==> src/rtl/bridge_regs.svh <==
`ifndef BRIDGE_REGS_SVH
`define BRIDGE_REGS_SVH
// clock rate and derived counts
`define CLK_HZ            10000000
`define PWM_FREQ_HZ       44500
`define PWM_PERIOD_CYC    (`CLK_HZ / `PWM_FREQ_HZ)
`define RAMP_FULL_MS      12
`define RAMP_FULL_CYC     ((`CLK_HZ / 1000) * `RAMP_FULL_MS)
`define ILIM_DEGLITCH_US  3
`define ILIM_DEGLITCH_CYC ((`CLK_HZ / 1000000) * `ILIM_DEGLITCH_US)
`define ILIM_FAULT_MS     275
`define ILIM_FAULT_CYC    ((`CLK_HZ / 1000) * `ILIM_FAULT_MS)
`define OCP_DEGLITCH_US   2
`define OCP_DEGLITCH_CYC  ((`CLK_HZ / 1000000) * `OCP_DEGLITCH_US)
`define WAKE_PULSE_US     10
`define WAKE_PULSE_CYC    ((`CLK_HZ / 1000000) * `WAKE_PULSE_US)
`define DUTY_W            8
`define DUTY_FULL         8'hff
`define DUTY_ZERO         8'h00
`endif

==> src/rtl/bridge_pkg.sv <==
package bridge_pkg;
	typedef enum logic [3:0] {
		ST_SLEEP   = 4'b0001,
		ST_FORWARD = 4'b0010,
		ST_REVERSE = 4'b0100,
		ST_BRAKE   = 4'b1000
	} bridge_mode_t;

	// one half-bridge: high side on, low side on (never both)
	typedef struct packed {
		logic hs;
		logic ls;
	} half_drive_t;

	typedef struct packed {
		logic ocp_hs_a;
		logic ocp_ls_a;
		logic ocp_hs_b;
		logic ocp_ls_b;
		logic thermal;
		logic ilim;
		logic reg_high;
		logic reg_low;
		logic supply_above_set;
	} sense_t;
endpackage

==> src/rtl/hbridge_motor_control_logic.sv <==
// What this block does
// RL1: both inputs low: sleep, outputs high-Z
// RL2: any input high wakes; fault pulses low
// RL3: decode forward, reverse, brake as tabled
// RL4: run entry restarts duty at zero, ramps
// RL5: host pwm holds one input high
// RL6: quarter output versus setpoint steers duty
// RL7: on time drives; off time both high-sides
// RL8: supply below setting: full duty, unregulated
// RL9: sense over limit 3 us cuts duty
// RL10: limit held 275 ms raises fault
// RL11: limit fault cleared only by sleep
// RL12: clamp past deglitch latches full shutdown
// RL13: overcurrent from all four switches ORed, one shared deglitch
// RL14: over-temperature disables bridge until cleared
// RL15: undervoltage resets logic, fault low
// RL16: fault released when nothing pending
// RL17: ramp counter cleared in sleep, brake
`timescale 1ns/1ns
`default_nettype none
`include "bridge_regs.svh"
module hbridge_motor_control_logic
	import bridge_pkg::*;
#(
	parameter int ILIM_FAULT_CYC = `ILIM_FAULT_CYC,
	parameter int RAMP_FULL_CYC  = `RAMP_FULL_CYC,
	parameter int PWM_PERIOD_CYC = `PWM_PERIOD_CYC
)(
	// clock, reset (reset is the supply-low lockout), enable
	input  wire logic CLK_IN,
	input  wire logic NRST_IN,
	input  wire logic CE_IN,
	// host bridge commands
	input  wire logic BRIDGE_CTRL_A_IN,
	input  wire logic BRIDGE_CTRL_B_IN,
	// analog comparator results
	input  wire logic CURRENT_SENSE_IN,
	input  wire logic REG_HIGH_IN,
	input  wire logic REG_LOW_IN,
	input  wire logic SUPPLY_ABOVE_SET_IN,
	input  wire logic OCP_HS_A_IN,
	input  wire logic OCP_LS_A_IN,
	input  wire logic OCP_HS_B_IN,
	input  wire logic OCP_LS_B_IN,
	input  wire logic THERMAL_SHUTDOWN_GUARD_IN,
	// power stage gate drives
	output logic      BRIDGE_OUT_A_HS_OUT,
	output logic      BRIDGE_OUT_A_LS_OUT,
	output logic      BRIDGE_OUT_B_HS_OUT,
	output logic      BRIDGE_OUT_B_LS_OUT,
	output logic      SLEEP_OUT,
	// open-drain fault pin: low enable means pulled low
	output logic      ERROR_FLAG_LOW_OUT,
	output logic      ERROR_FLAG_LOW_OE_N_OUT
);
	initial
	begin
		if (PWM_PERIOD_CYC < 2 || PWM_PERIOD_CYC > 4096)
			$error("pwm period out of range");
		if (RAMP_FULL_CYC < 256 || ILIM_FAULT_CYC < 1)
			$error("ramp or fault count too small");
	end

	localparam int RAMP_STEP_CYC = RAMP_FULL_CYC / 256;
	localparam int DLY_W = 20;
	localparam int LONG_W = 32;

	function automatic logic [1:0] over_dur(input logic [DLY_W-1:0] c, input int lim);
		over_dur = {1'b0, (c >= DLY_W'(lim))};
	endfunction

	////////////////////////////////////////////////////////////////////
	// input synchronisers for every command and sense input arriving from outside
	sense_t     sense;
	logic [1:0] ctrl;

	pin_sync #(.WIDTH(11)) u_sync (
		.clk_in     (CLK_IN),
		.nrst_in    (NRST_IN),
		.ce_in      (CE_IN),
		.raw_in     ({BRIDGE_CTRL_A_IN, BRIDGE_CTRL_B_IN,
		              OCP_HS_A_IN, OCP_LS_A_IN, OCP_HS_B_IN, OCP_LS_B_IN,
		              THERMAL_SHUTDOWN_GUARD_IN, CURRENT_SENSE_IN,
		              REG_HIGH_IN, REG_LOW_IN, SUPPLY_ABOVE_SET_IN}),
		.stable_out ({ctrl, sense})
	);

	////////////////////////////////////////////////////////////////////
	// mode decode and protection state
	bridge_mode_t              mode;
	bridge_mode_t              next_mode;
	logic                      ocp_latched;
	logic                      next_ocp_latched;
	logic                      ilim_fault;
	logic                      next_ilim_fault;
	logic [DLY_W-1:0]          ocp_cnt;
	logic [DLY_W-1:0]          next_ocp_cnt;
	logic [DLY_W-1:0]          ilim_dg_cnt;
	logic [DLY_W-1:0]          next_ilim_dg_cnt;
	logic [LONG_W-1:0]         ilim_cnt;
	logic [LONG_W-1:0]         next_ilim_cnt;
	logic [DLY_W-1:0]          wake_cnt;
	logic [DLY_W-1:0]          next_wake_cnt;
	logic                      ilim_active;
	logic                      any_ocp;

	always_comb
	begin
		// RL3 decode
		case (ctrl)
			2'b10:   next_mode = ST_FORWARD; // see RL3
			2'b01:   next_mode = ST_REVERSE; // see RL3
			2'b11:   next_mode = ST_BRAKE; // see RL3
			default: next_mode = ST_SLEEP; // see RL1
		endcase

		// all four switch clamps ORed into one deglitch counter
		any_ocp = sense.ocp_hs_a | sense.ocp_ls_a | sense.ocp_hs_b | sense.ocp_ls_b; // see RL13
		next_ocp_cnt = any_ocp ? ocp_cnt + DLY_W'(1) : '0;
		if (over_dur(ocp_cnt, `OCP_DEGLITCH_CYC) != 2'b00)
			next_ocp_cnt = ocp_cnt;
		// only a power cycle (reset) clears this
		next_ocp_latched = ocp_latched | (over_dur(ocp_cnt, `OCP_DEGLITCH_CYC) != 2'b00); // see RL12

		// current limit deglitch
		next_ilim_dg_cnt = sense.ilim ? ilim_dg_cnt : '0;
		if (sense.ilim && over_dur(ilim_dg_cnt, `ILIM_DEGLITCH_CYC) == 2'b00)
			next_ilim_dg_cnt = ilim_dg_cnt + DLY_W'(1);
		ilim_active = over_dur(ilim_dg_cnt, `ILIM_DEGLITCH_CYC) != 2'b00; // see RL9

		// long persistence timer; bridge keeps running meanwhile
		next_ilim_cnt = (ilim_active && mode != ST_SLEEP) ? ilim_cnt : '0;
		if (ilim_active && mode != ST_SLEEP && ilim_cnt < LONG_W'(ILIM_FAULT_CYC))
			next_ilim_cnt = ilim_cnt + LONG_W'(1); // see RL10
		next_ilim_fault = ilim_fault | (ilim_cnt >= LONG_W'(ILIM_FAULT_CYC));
		if (next_mode == ST_SLEEP)
			next_ilim_fault = 1'b0; // see RL11

		// wake pulse on every sleep exit
		next_wake_cnt = (wake_cnt != '0) ? wake_cnt - DLY_W'(1) : '0;
		if (mode == ST_SLEEP && next_mode != ST_SLEEP)
			next_wake_cnt = DLY_W'(`WAKE_PULSE_CYC); // see RL2
	end

	always_ff @(posedge CLK_IN or negedge NRST_IN)
	begin
		if (!NRST_IN)
		begin
			mode        <= ST_SLEEP;
			ocp_latched <= 1'b0;
			ilim_fault  <= 1'b0;
			ocp_cnt     <= '0;
			ilim_dg_cnt <= '0;
			ilim_cnt    <= '0;
			wake_cnt    <= '0;
		end
		else if (CE_IN)
		begin
			mode        <= next_mode;
			ocp_latched <= next_ocp_latched;
			ilim_fault  <= next_ilim_fault;
			ocp_cnt     <= next_ocp_cnt;
			ilim_dg_cnt <= next_ilim_dg_cnt;
			ilim_cnt    <= next_ilim_cnt;
			wake_cnt    <= next_wake_cnt;
		end
	end

	////////////////////////////////////////////////////////////////////
	// regulator, soft-start ramp and pwm
	logic [`DUTY_W-1:0] target;
	logic [`DUTY_W-1:0] next_target;
	logic [`DUTY_W-1:0] duty;
	logic [`DUTY_W-1:0] next_duty;
	logic [DLY_W-1:0]   ramp_cnt;
	logic [DLY_W-1:0]   next_ramp_cnt;
	logic [11:0]        pwm_cnt;
	logic [11:0]        next_pwm_cnt;
	logic               pwm_on;
	logic               period_end;
	logic               running;

	always_comb
	begin
		running    = (mode == ST_FORWARD) || (mode == ST_REVERSE);
		period_end = pwm_cnt == 12'(PWM_PERIOD_CYC - 1);
		next_pwm_cnt = period_end ? 12'h000 : pwm_cnt + 12'h001;

		// comparators report the quarter-scaled averaged output against setpoint
		next_target = target;
		if (period_end)
		begin
			if (sense.reg_low && target != `DUTY_FULL)
				next_target = target + `DUTY_W'(1); // see RL6
			else if (sense.reg_high && target != `DUTY_ZERO)
				next_target = target - `DUTY_W'(1); // see RL6
		end
		if (!sense.supply_above_set)
			next_target = `DUTY_FULL; // see RL8
		if (ilim_active && period_end)
		begin
			next_target = `DUTY_ZERO;
			if (target != `DUTY_ZERO)
				next_target = target - `DUTY_W'(1); // see RL9
		end

		// soft start: duty climbs one step per interval, never above target
		next_ramp_cnt = (ramp_cnt >= DLY_W'(RAMP_STEP_CYC - 1)) ? '0 : ramp_cnt + DLY_W'(1);
		next_duty = duty;
		if (duty > target)
			next_duty = target;
		else if (duty < target && ramp_cnt == '0)
			next_duty = duty + `DUTY_W'(1); // see RL17
		if (!running)
		begin
			next_duty     = `DUTY_ZERO; // see RL4
			next_ramp_cnt = '0; // see RL17
		end
	end

	always_ff @(posedge CLK_IN or negedge NRST_IN)
	begin
		if (!NRST_IN)
		begin
			target   <= `DUTY_ZERO;
			duty     <= `DUTY_ZERO;
			ramp_cnt <= '0;
			pwm_cnt  <= 12'h000;
		end
		else if (CE_IN)
		begin
			target   <= next_target;
			duty     <= next_duty;
			ramp_cnt <= next_ramp_cnt;
			pwm_cnt  <= next_pwm_cnt;
		end
	end

	////////////////////////////////////////////////////////////////////
	// gate drive and fault pin
	half_drive_t next_a;
	half_drive_t next_b;
	logic        next_sleep;
	logic        next_fault_low;
	logic        disable_all;

	always_comb
	begin
		// full duty keeps the bridge on for the whole period
		pwm_on = (duty == `DUTY_FULL) ||
		         (32'(pwm_cnt) * 256 < 32'(duty) * PWM_PERIOD_CYC);
		disable_all = ocp_latched || sense.thermal; // see RL12 see RL14
		next_sleep  = mode == ST_SLEEP;
		next_a = '{hs: 1'b0, ls: 1'b0};
		next_b = '{hs: 1'b0, ls: 1'b0};
		if (!disable_all)
		begin
			case (mode)
				ST_FORWARD:
				begin
					next_a = pwm_on ? '{hs: 1'b1, ls: 1'b0} : '{hs: 1'b1, ls: 1'b0}; // see RL7
					next_b = pwm_on ? '{hs: 1'b0, ls: 1'b1} : '{hs: 1'b1, ls: 1'b0}; // see RL7
				end
				ST_REVERSE:
				begin
					next_a = pwm_on ? '{hs: 1'b0, ls: 1'b1} : '{hs: 1'b1, ls: 1'b0}; // see RL7
					next_b = '{hs: 1'b1, ls: 1'b0}; // see RL3
				end
				ST_BRAKE:
				begin
					next_a = '{hs: 1'b1, ls: 1'b0}; // see RL3
					next_b = '{hs: 1'b1, ls: 1'b0}; // see RL3
				end
				ST_SLEEP:
				begin
					next_a = '{hs: 1'b0, ls: 1'b0}; // see RL1
					next_b = '{hs: 1'b0, ls: 1'b0}; // see RL1
				end
				default:
				begin
					next_a = '{hs: 1'b0, ls: 1'b0};
					next_b = '{hs: 1'b0, ls: 1'b0};
				end
			endcase
		end
		next_fault_low = disable_all || ilim_fault || (wake_cnt != '0); // see RL16
	end

	always_ff @(posedge CLK_IN or negedge NRST_IN)
	begin
		if (!NRST_IN)
		begin
			// lockout holds everything off with fault pulled low
			BRIDGE_OUT_A_HS_OUT     <= 1'b0; // see RL15
			BRIDGE_OUT_A_LS_OUT     <= 1'b0;
			BRIDGE_OUT_B_HS_OUT     <= 1'b0;
			BRIDGE_OUT_B_LS_OUT     <= 1'b0;
			SLEEP_OUT               <= 1'b1;
			ERROR_FLAG_LOW_OUT      <= 1'b0;
			ERROR_FLAG_LOW_OE_N_OUT <= 1'b0; // see RL15
		end
		else if (CE_IN)
		begin
			BRIDGE_OUT_A_HS_OUT     <= next_a.hs;
			BRIDGE_OUT_A_LS_OUT     <= next_a.ls;
			BRIDGE_OUT_B_HS_OUT     <= next_b.hs;
			BRIDGE_OUT_B_LS_OUT     <= next_b.ls;
			SLEEP_OUT               <= next_sleep;
			ERROR_FLAG_LOW_OUT      <= 1'b0;
			ERROR_FLAG_LOW_OE_N_OUT <= !next_fault_low;
		end
	end
endmodule // hbridge_motor_control_logic
`default_nettype wire

==> src/rtl/pin_sync.sv <==
`timescale 1ns/1ns
`default_nettype none
module pin_sync
	import bridge_pkg::*;
#(
	parameter int WIDTH = 9
)(
	// clock, reset and enable
	input  wire logic             clk_in,
	input  wire logic             nrst_in,
	input  wire logic             ce_in,
	// data
	input  wire logic [WIDTH-1:0] raw_in,
	output logic      [WIDTH-1:0] stable_out
);
	initial
	begin
		if (WIDTH < 1)
			$error("pin_sync width must be positive");
	end

	logic [WIDTH-1:0] s1;
	logic [WIDTH-1:0] s2;
	logic [WIDTH-1:0] s3;
	logic [WIDTH-1:0] next_stable;

	// a change counts only once stages two and three agree
	always_comb
	begin
		for (int i = 0; i < WIDTH; i++)
			next_stable[i] = (s2[i] == s3[i]) ? s3[i] : stable_out[i];
	end

	always_ff @(posedge clk_in or negedge nrst_in)
	begin
		if (!nrst_in)
		begin
			s1         <= '0;
			s2         <= '0;
			s3         <= '0;
			stable_out <= '0;
		end
		else if (ce_in)
		begin
			s1         <= raw_in;
			s2         <= s1;
			s3         <= s2;
			stable_out <= next_stable;
		end
	end
endmodule // pin_sync
`default_nettype wire

==> config.mk <==
export PLATFORM = sky130hd
export DESIGN_NAME = hbridge_motor_control_logic
export DESIGN_NICKNAME = d
export VERILOG_FILES = /design/src/rtl/bridge_pkg.sv /design/src/rtl/hbridge_motor_control_logic.sv /design/src/rtl/pin_sync.sv
export VERILOG_INCLUDE_DIRS = /design/src /design/src/rtl
export SDC_FILE = /design/constraint.sdc
export NUM_CORES = 1
export LEC_CHECK = 0
export BUFFER_PORTS_ARGS = -buffer_cell sky130_fd_sc_hd__buf_2
export CORE_ASPECT_RATIO = 0.8
export CORE_MARGIN = 2
export CORE_UTILIZATION = 58
export CTS_BUF_LIST = sky130_fd_sc_hd__clkbuf_8
export DETAILED_ROUTE_END_ITERATION = 6
export PLACE_DENSITY = 0.75
export REMOVE_ABC_BUFFERS = 1
export SLEW_MARGIN = 20
export SYNTH_ARGS = -nofsm -noshare
export SYNTH_HDL_FRONTEND = slang
export SYNTH_HIERARCHICAL = 1
export SYNTH_SLANG_ARGS = --single-unit
==> constraint.sdc <==
create_clock -name CLK_IN -period 7.3 [get_ports CLK_IN]
set_clock_uncertainty 0.15 [all_clocks]
set_input_delay 1.46 -clock CLK_IN [delete_from_list [all_inputs] [get_ports CLK_IN]]
set_output_delay 1.46 -clock CLK_IN [all_outputs]
set_load 0.03 [all_outputs]
==> flow_metrics.py <==
metrics = {
    "worst_setup_path": {
        "start_kind": "flop",
        "max_stage_delay_ns": 0.57,
        "crit_chain": "fa_1 > ha_1 > fa_1 > a21o_1 > a21oi_1 > o21bai_1 > a21oi_1 > nor2_1 > a211oi_1 > ha_1 > o32ai_1 > a31oi_1 > a221o_1",
        "cp.required_ns": 7.51,
        "critPathMaxFanout": 8,
        "worstPathArrival_ns": 4.13,
        "criticalPathCategory": "reg -> reg",
        "cpMaxStageDelayCell": "dfrtp_1",
        "reg2reg_depth": 13,
        "endpoint_kind": "flop",
    },
    "sta": {
        "worst_pin_slew_ns": 0.980,
        "timing.fmax_ghz": 0.255,
        "min_period_ns": 3.92,
        "hold_violations": 0,
        "rsz0062_at_grt": "false",
        "finalCritPeriodShare": 0.537,
        "drv_slew": 0,
        "slew_headroom": 0.347,
        "fin_setup_tns_ns": 0,
        "setup_violations": 0,
    },
    "logic_synthesis": {
        "synth_top_area_frac": 0.476,
        "syn_avg_cell_area_sq_um": 10.3,
        "synthCells": 988,
        "synth_seq_cells": 196,
        "ys_warn_count": 6,
        "syn-cell-area_sq_um": 10200,
        "synth_flop_cell": "dfrtp_1",
        "async_reset_ff_frac": 1.00,
        "yosysSeqAreaShare": 0.481,
        "synth_area_leaders": "dfrtp_1 (48%), ha_1 (5.4%), mux2_2 (2.5%), o21ai_0 (2.4%), nand2_1 (2.1%)",
        "ys_types": 71,
        "yosys.area.top_type": "dfrtp_1",
        "synth_enable_flop_cells": 0,
    },
    "detailed_routing": {
        "firstDrtPassIters": 5,
        "detail-route-antenna-nets": 0,
        "drc": 0,
        "wire_per_inst_um": 16.2,
        "routed_wl_um": 19700,
        "vias_per_cell": 6.04,
        "drtIter0Drc": 483,
        "num_vias": 7350,
    },
    "clock_tree": {
        "postCtsSetupBuffers": 0,
        "cts_buffers": 17,
        "cts_resized": 0,
        "cts.sinks": 196,
        "hold_buffers": 0,
        "ctsRootBufferMaster": "clkbuf_8",
        "clock_path_buffers": 2,
        "clkTransAtPathRegs_ns": 0.12,
        "tritoncts": "done",
        "clock_latency_ns": 0.47,
        "htreeDepth": 4,
    },
    "power": {
        "netSwitchingFraction": 0.369,
        "pwr-share-clk": 0.240,
        "power_density_nw_per_um2": 273,
        "vdd_drop_max_v": 0.000185,
        "power_frac_comb": 0.261,
        "seq_power_share": 0.499,
        "leakage_nw": 4.93,
        "p_switching_mw": 1.09,
        "p_int_mw": 1.87,
    },
    "global_route": {
        "grt_pass1_vias": 6909,
        "antenna_found_initial": 0,
        "grt_pass1_wl_um": 34400,
        "grt_overflow": 0,
        "grt_max_degree": 125,
        "grt_usage": 0.224,
    },
    "final_layout": {
        "final_area_sq_um": 10800,
        "syn2layout_area_growth_pct": 6.11,
        "drive_above_1_share": 0.0998,
        "antennaDiodeCount": 0,
        "fill_cells": 1370,
        "nNetsFinal": 1045,
    },
    "run_status": {
        "status": "completed",
    },
    "place": {
        "hpwl_um": 13400,
        "placed_cell_area_sq_um": 10400,
        "gp_congestion": 0.882,
        "io_buffer_count": 19,
    },
    "min_path": {
        "holdPathStages": 0,
        "min_path_type": "reg -> reg",
    },
    "floorplan": {
        "pin_count": 21,
        "core_area_sq_um": 17300,
        "initial_core_util": 0.591,
        "die_x_um": 152,
        "core.rowCount": 43,
        "die-height_um": 123,
        "die_area_sq_um": 18700,
    },
    "flow_run": {
        "cap_violations": 0,
    },
}
[cell usage after synthesis (all sizes together) (5+ instances only)]
cell,count
and3,16
clkbuf,42
and4,7
a31oi,6
buf,11
dfrtp,194
nor2b,16
o41ai,5
xnor2,23
nand2,57
a22o,19
ha,44
xor2,12
a21oi,42
o31ai,15
o21a,7
or4,17
nor4,21
nand2b,17
nor3,27
nand3,33
a21o,17
o2bb2ai,6
o21ai,50
inv,47
and2,27
nand4,30
mux2,34
o22ai,5
or3,10
a32o,5
nand3b,5
o211ai,10
nor2,57
fa,8
[power by group through the flow]
| stage | Sequential (mW) | Clock [mW] | Combinational [mW] |
|---|---|---|---|
| 2_1_floorplan | 1.43 | 0 | 0.588 |
| 4_1_cts | 1.47 | 0.729 | 0.771 |
| 3_3_place_gp | 1.49 | 0 | 0.749 |
| 5_1_grt | 1.50 | 0.775 | 0.873 |
| 6_report | 1.47 | 0.710 | 0.771 |
| 3_5_place_dp | 1.49 | 0 | 0.767 |
[layout by cell type, fill, tap and decap left out, types with 12 or more instances in the layout]
cell type	synthesis	layout
a22o_1	19	19
clkbuf_8	0	18
ha_1	44	44
inv_1	47	47
o31ai_1	15	15
nor2_1	55	55
nor2b_1	16	16
o21ai_0	49	49
nand2_1	57	57
nor3_1	27	27
or4_1	15	15
and3_1	16	16
nand2b_1	17	17
and2_1	27	27
nor4_1	20	19
nand3_1	33	33
buf_2	4	17
nand4_1	30	30
a21oi_1	42	42
xnor2_1	23	23
a21o_1	17	17
mux2_2	23	23
dfrtp_1	194	194
xor2_1	12	12
[worst max-delay path: cells and delay by family, from the launching register on]
family	cells	cell delay, ns
DFF	1	0.57
adders and majority gates	4	1.39
and+or+nand+nor	1	0.07
AOI/OAI and AO/OA	8	1.62
[sequential cells by signal, summed over array words and instances (netlist names)]
register	cells
ilim_cnt	32
ilim_dg_cnt	20
ocp_cnt	20
ramp_cnt	20
wake_cnt	20
pwm_cnt	12
u_sync/s1	11
u_sync/s2	11
u_sync/s3	11
u_sync/stable_out	11
duty	8
target	8
mode	4
BRIDGE_OUT_A_HS_OUT	1
BRIDGE_OUT_A_LS_OUT	1
BRIDGE_OUT_B_HS_OUT	1
BRIDGE_OUT_B_LS_OUT	1
ERROR_FLAG_LOW_OE_N_OUT	1
SLEEP_OUT	1
ilim_fault	1
ocp_latched	1
[layer usage]
layer,wire length (um),global-route usage,up-vias,share of wire
met5,0,0,-,0
met4,193,0.0491,0,0.0098
met3,763,0.0487,16,0.039
met2,8310,0.324,128,0.42
met1,10400,0.349,3622,0.53
li1,-,-,3584,-
[through the flow]
| step | util | setup slack [ns] | hold WS (ns) | power, mW | cells |
|---|---|---|---|---|---|
| floorplan | - | 3.13 | 0.204 | 2.02 | 935 |
| global placement | 0.603 | 3.48 | 0.216 | 2.24 | 1185 |
| detailed placement | 0.603 | 3.43 | 0.218 | 2.26 | 1185 |
| CTS | 0.627 | 3.38 | 0.246 | 2.97 | 1217 |
| global route | 0.627 | 3.09 | 0.256 | 3.15 | 1217 |
| finish | 0.627 | 3.38 | 0.239 | 2.96 | 1217 |
[worst paths after layout]
check / from / endpoint / slack [ns]
max: duty[2]$_DFFE_PN0P_ / BRIDGE_OUT_B_HS_OUT$_DFFE_PN0P_ / 3.38
max reg2reg: duty[2]$_DFFE_PN0P_ / BRIDGE_OUT_B_HS_OUT$_DFFE_PN0P_ / 3.38
min: ocp_cnt[19]$_DFFE_PN0P_ / ocp_cnt[19]$_DFFE_PN0P_ / 0.24
min reg2reg: ocp_cnt[19]$_DFFE_PN0P_ / ocp_cnt[19]$_DFFE_PN0P_ / 0.24
max in group asynchronous: NRST_IN / ilim_cnt[12]$_DFFE_PN0P_ / 4.57
min in group asynchronous: NRST_IN / u_sync/s1[1]$_DFFE_PN0P_ / 0.97
[logic make-up after synthesis]
group,count (synthesis),share of synthesized area
AO/OA/AOI/OAI,218,0.146
buffers and inverters,100,0.0402
flip-flops,196,0.481
multiplexers,38,0.0451
other,1,0.000368
XOR/XNOR,35,0.0300
AND/OR/NAND/NOR,348,0.188
adder cells (fa/ha/maj),52,0.0697
[cell type report]
class | count | area [sq um] | share of cell area
Sequential cell | 196 | 4910 | 0.453
Inverter | 47 | 176 | 0.0163
Clock buffer | 17 | 234 | 0.0216
Multi-Input combinational cell | 692 | 4890 | 0.452
Clock inverter | 15 | 184 | 0.0170
Tap cell | 225 | 282 | 0.0260
Timing Repair Buffer | 25 | 151 | 0.0140
Note: power is estimated with default switching activity, not from simulation.
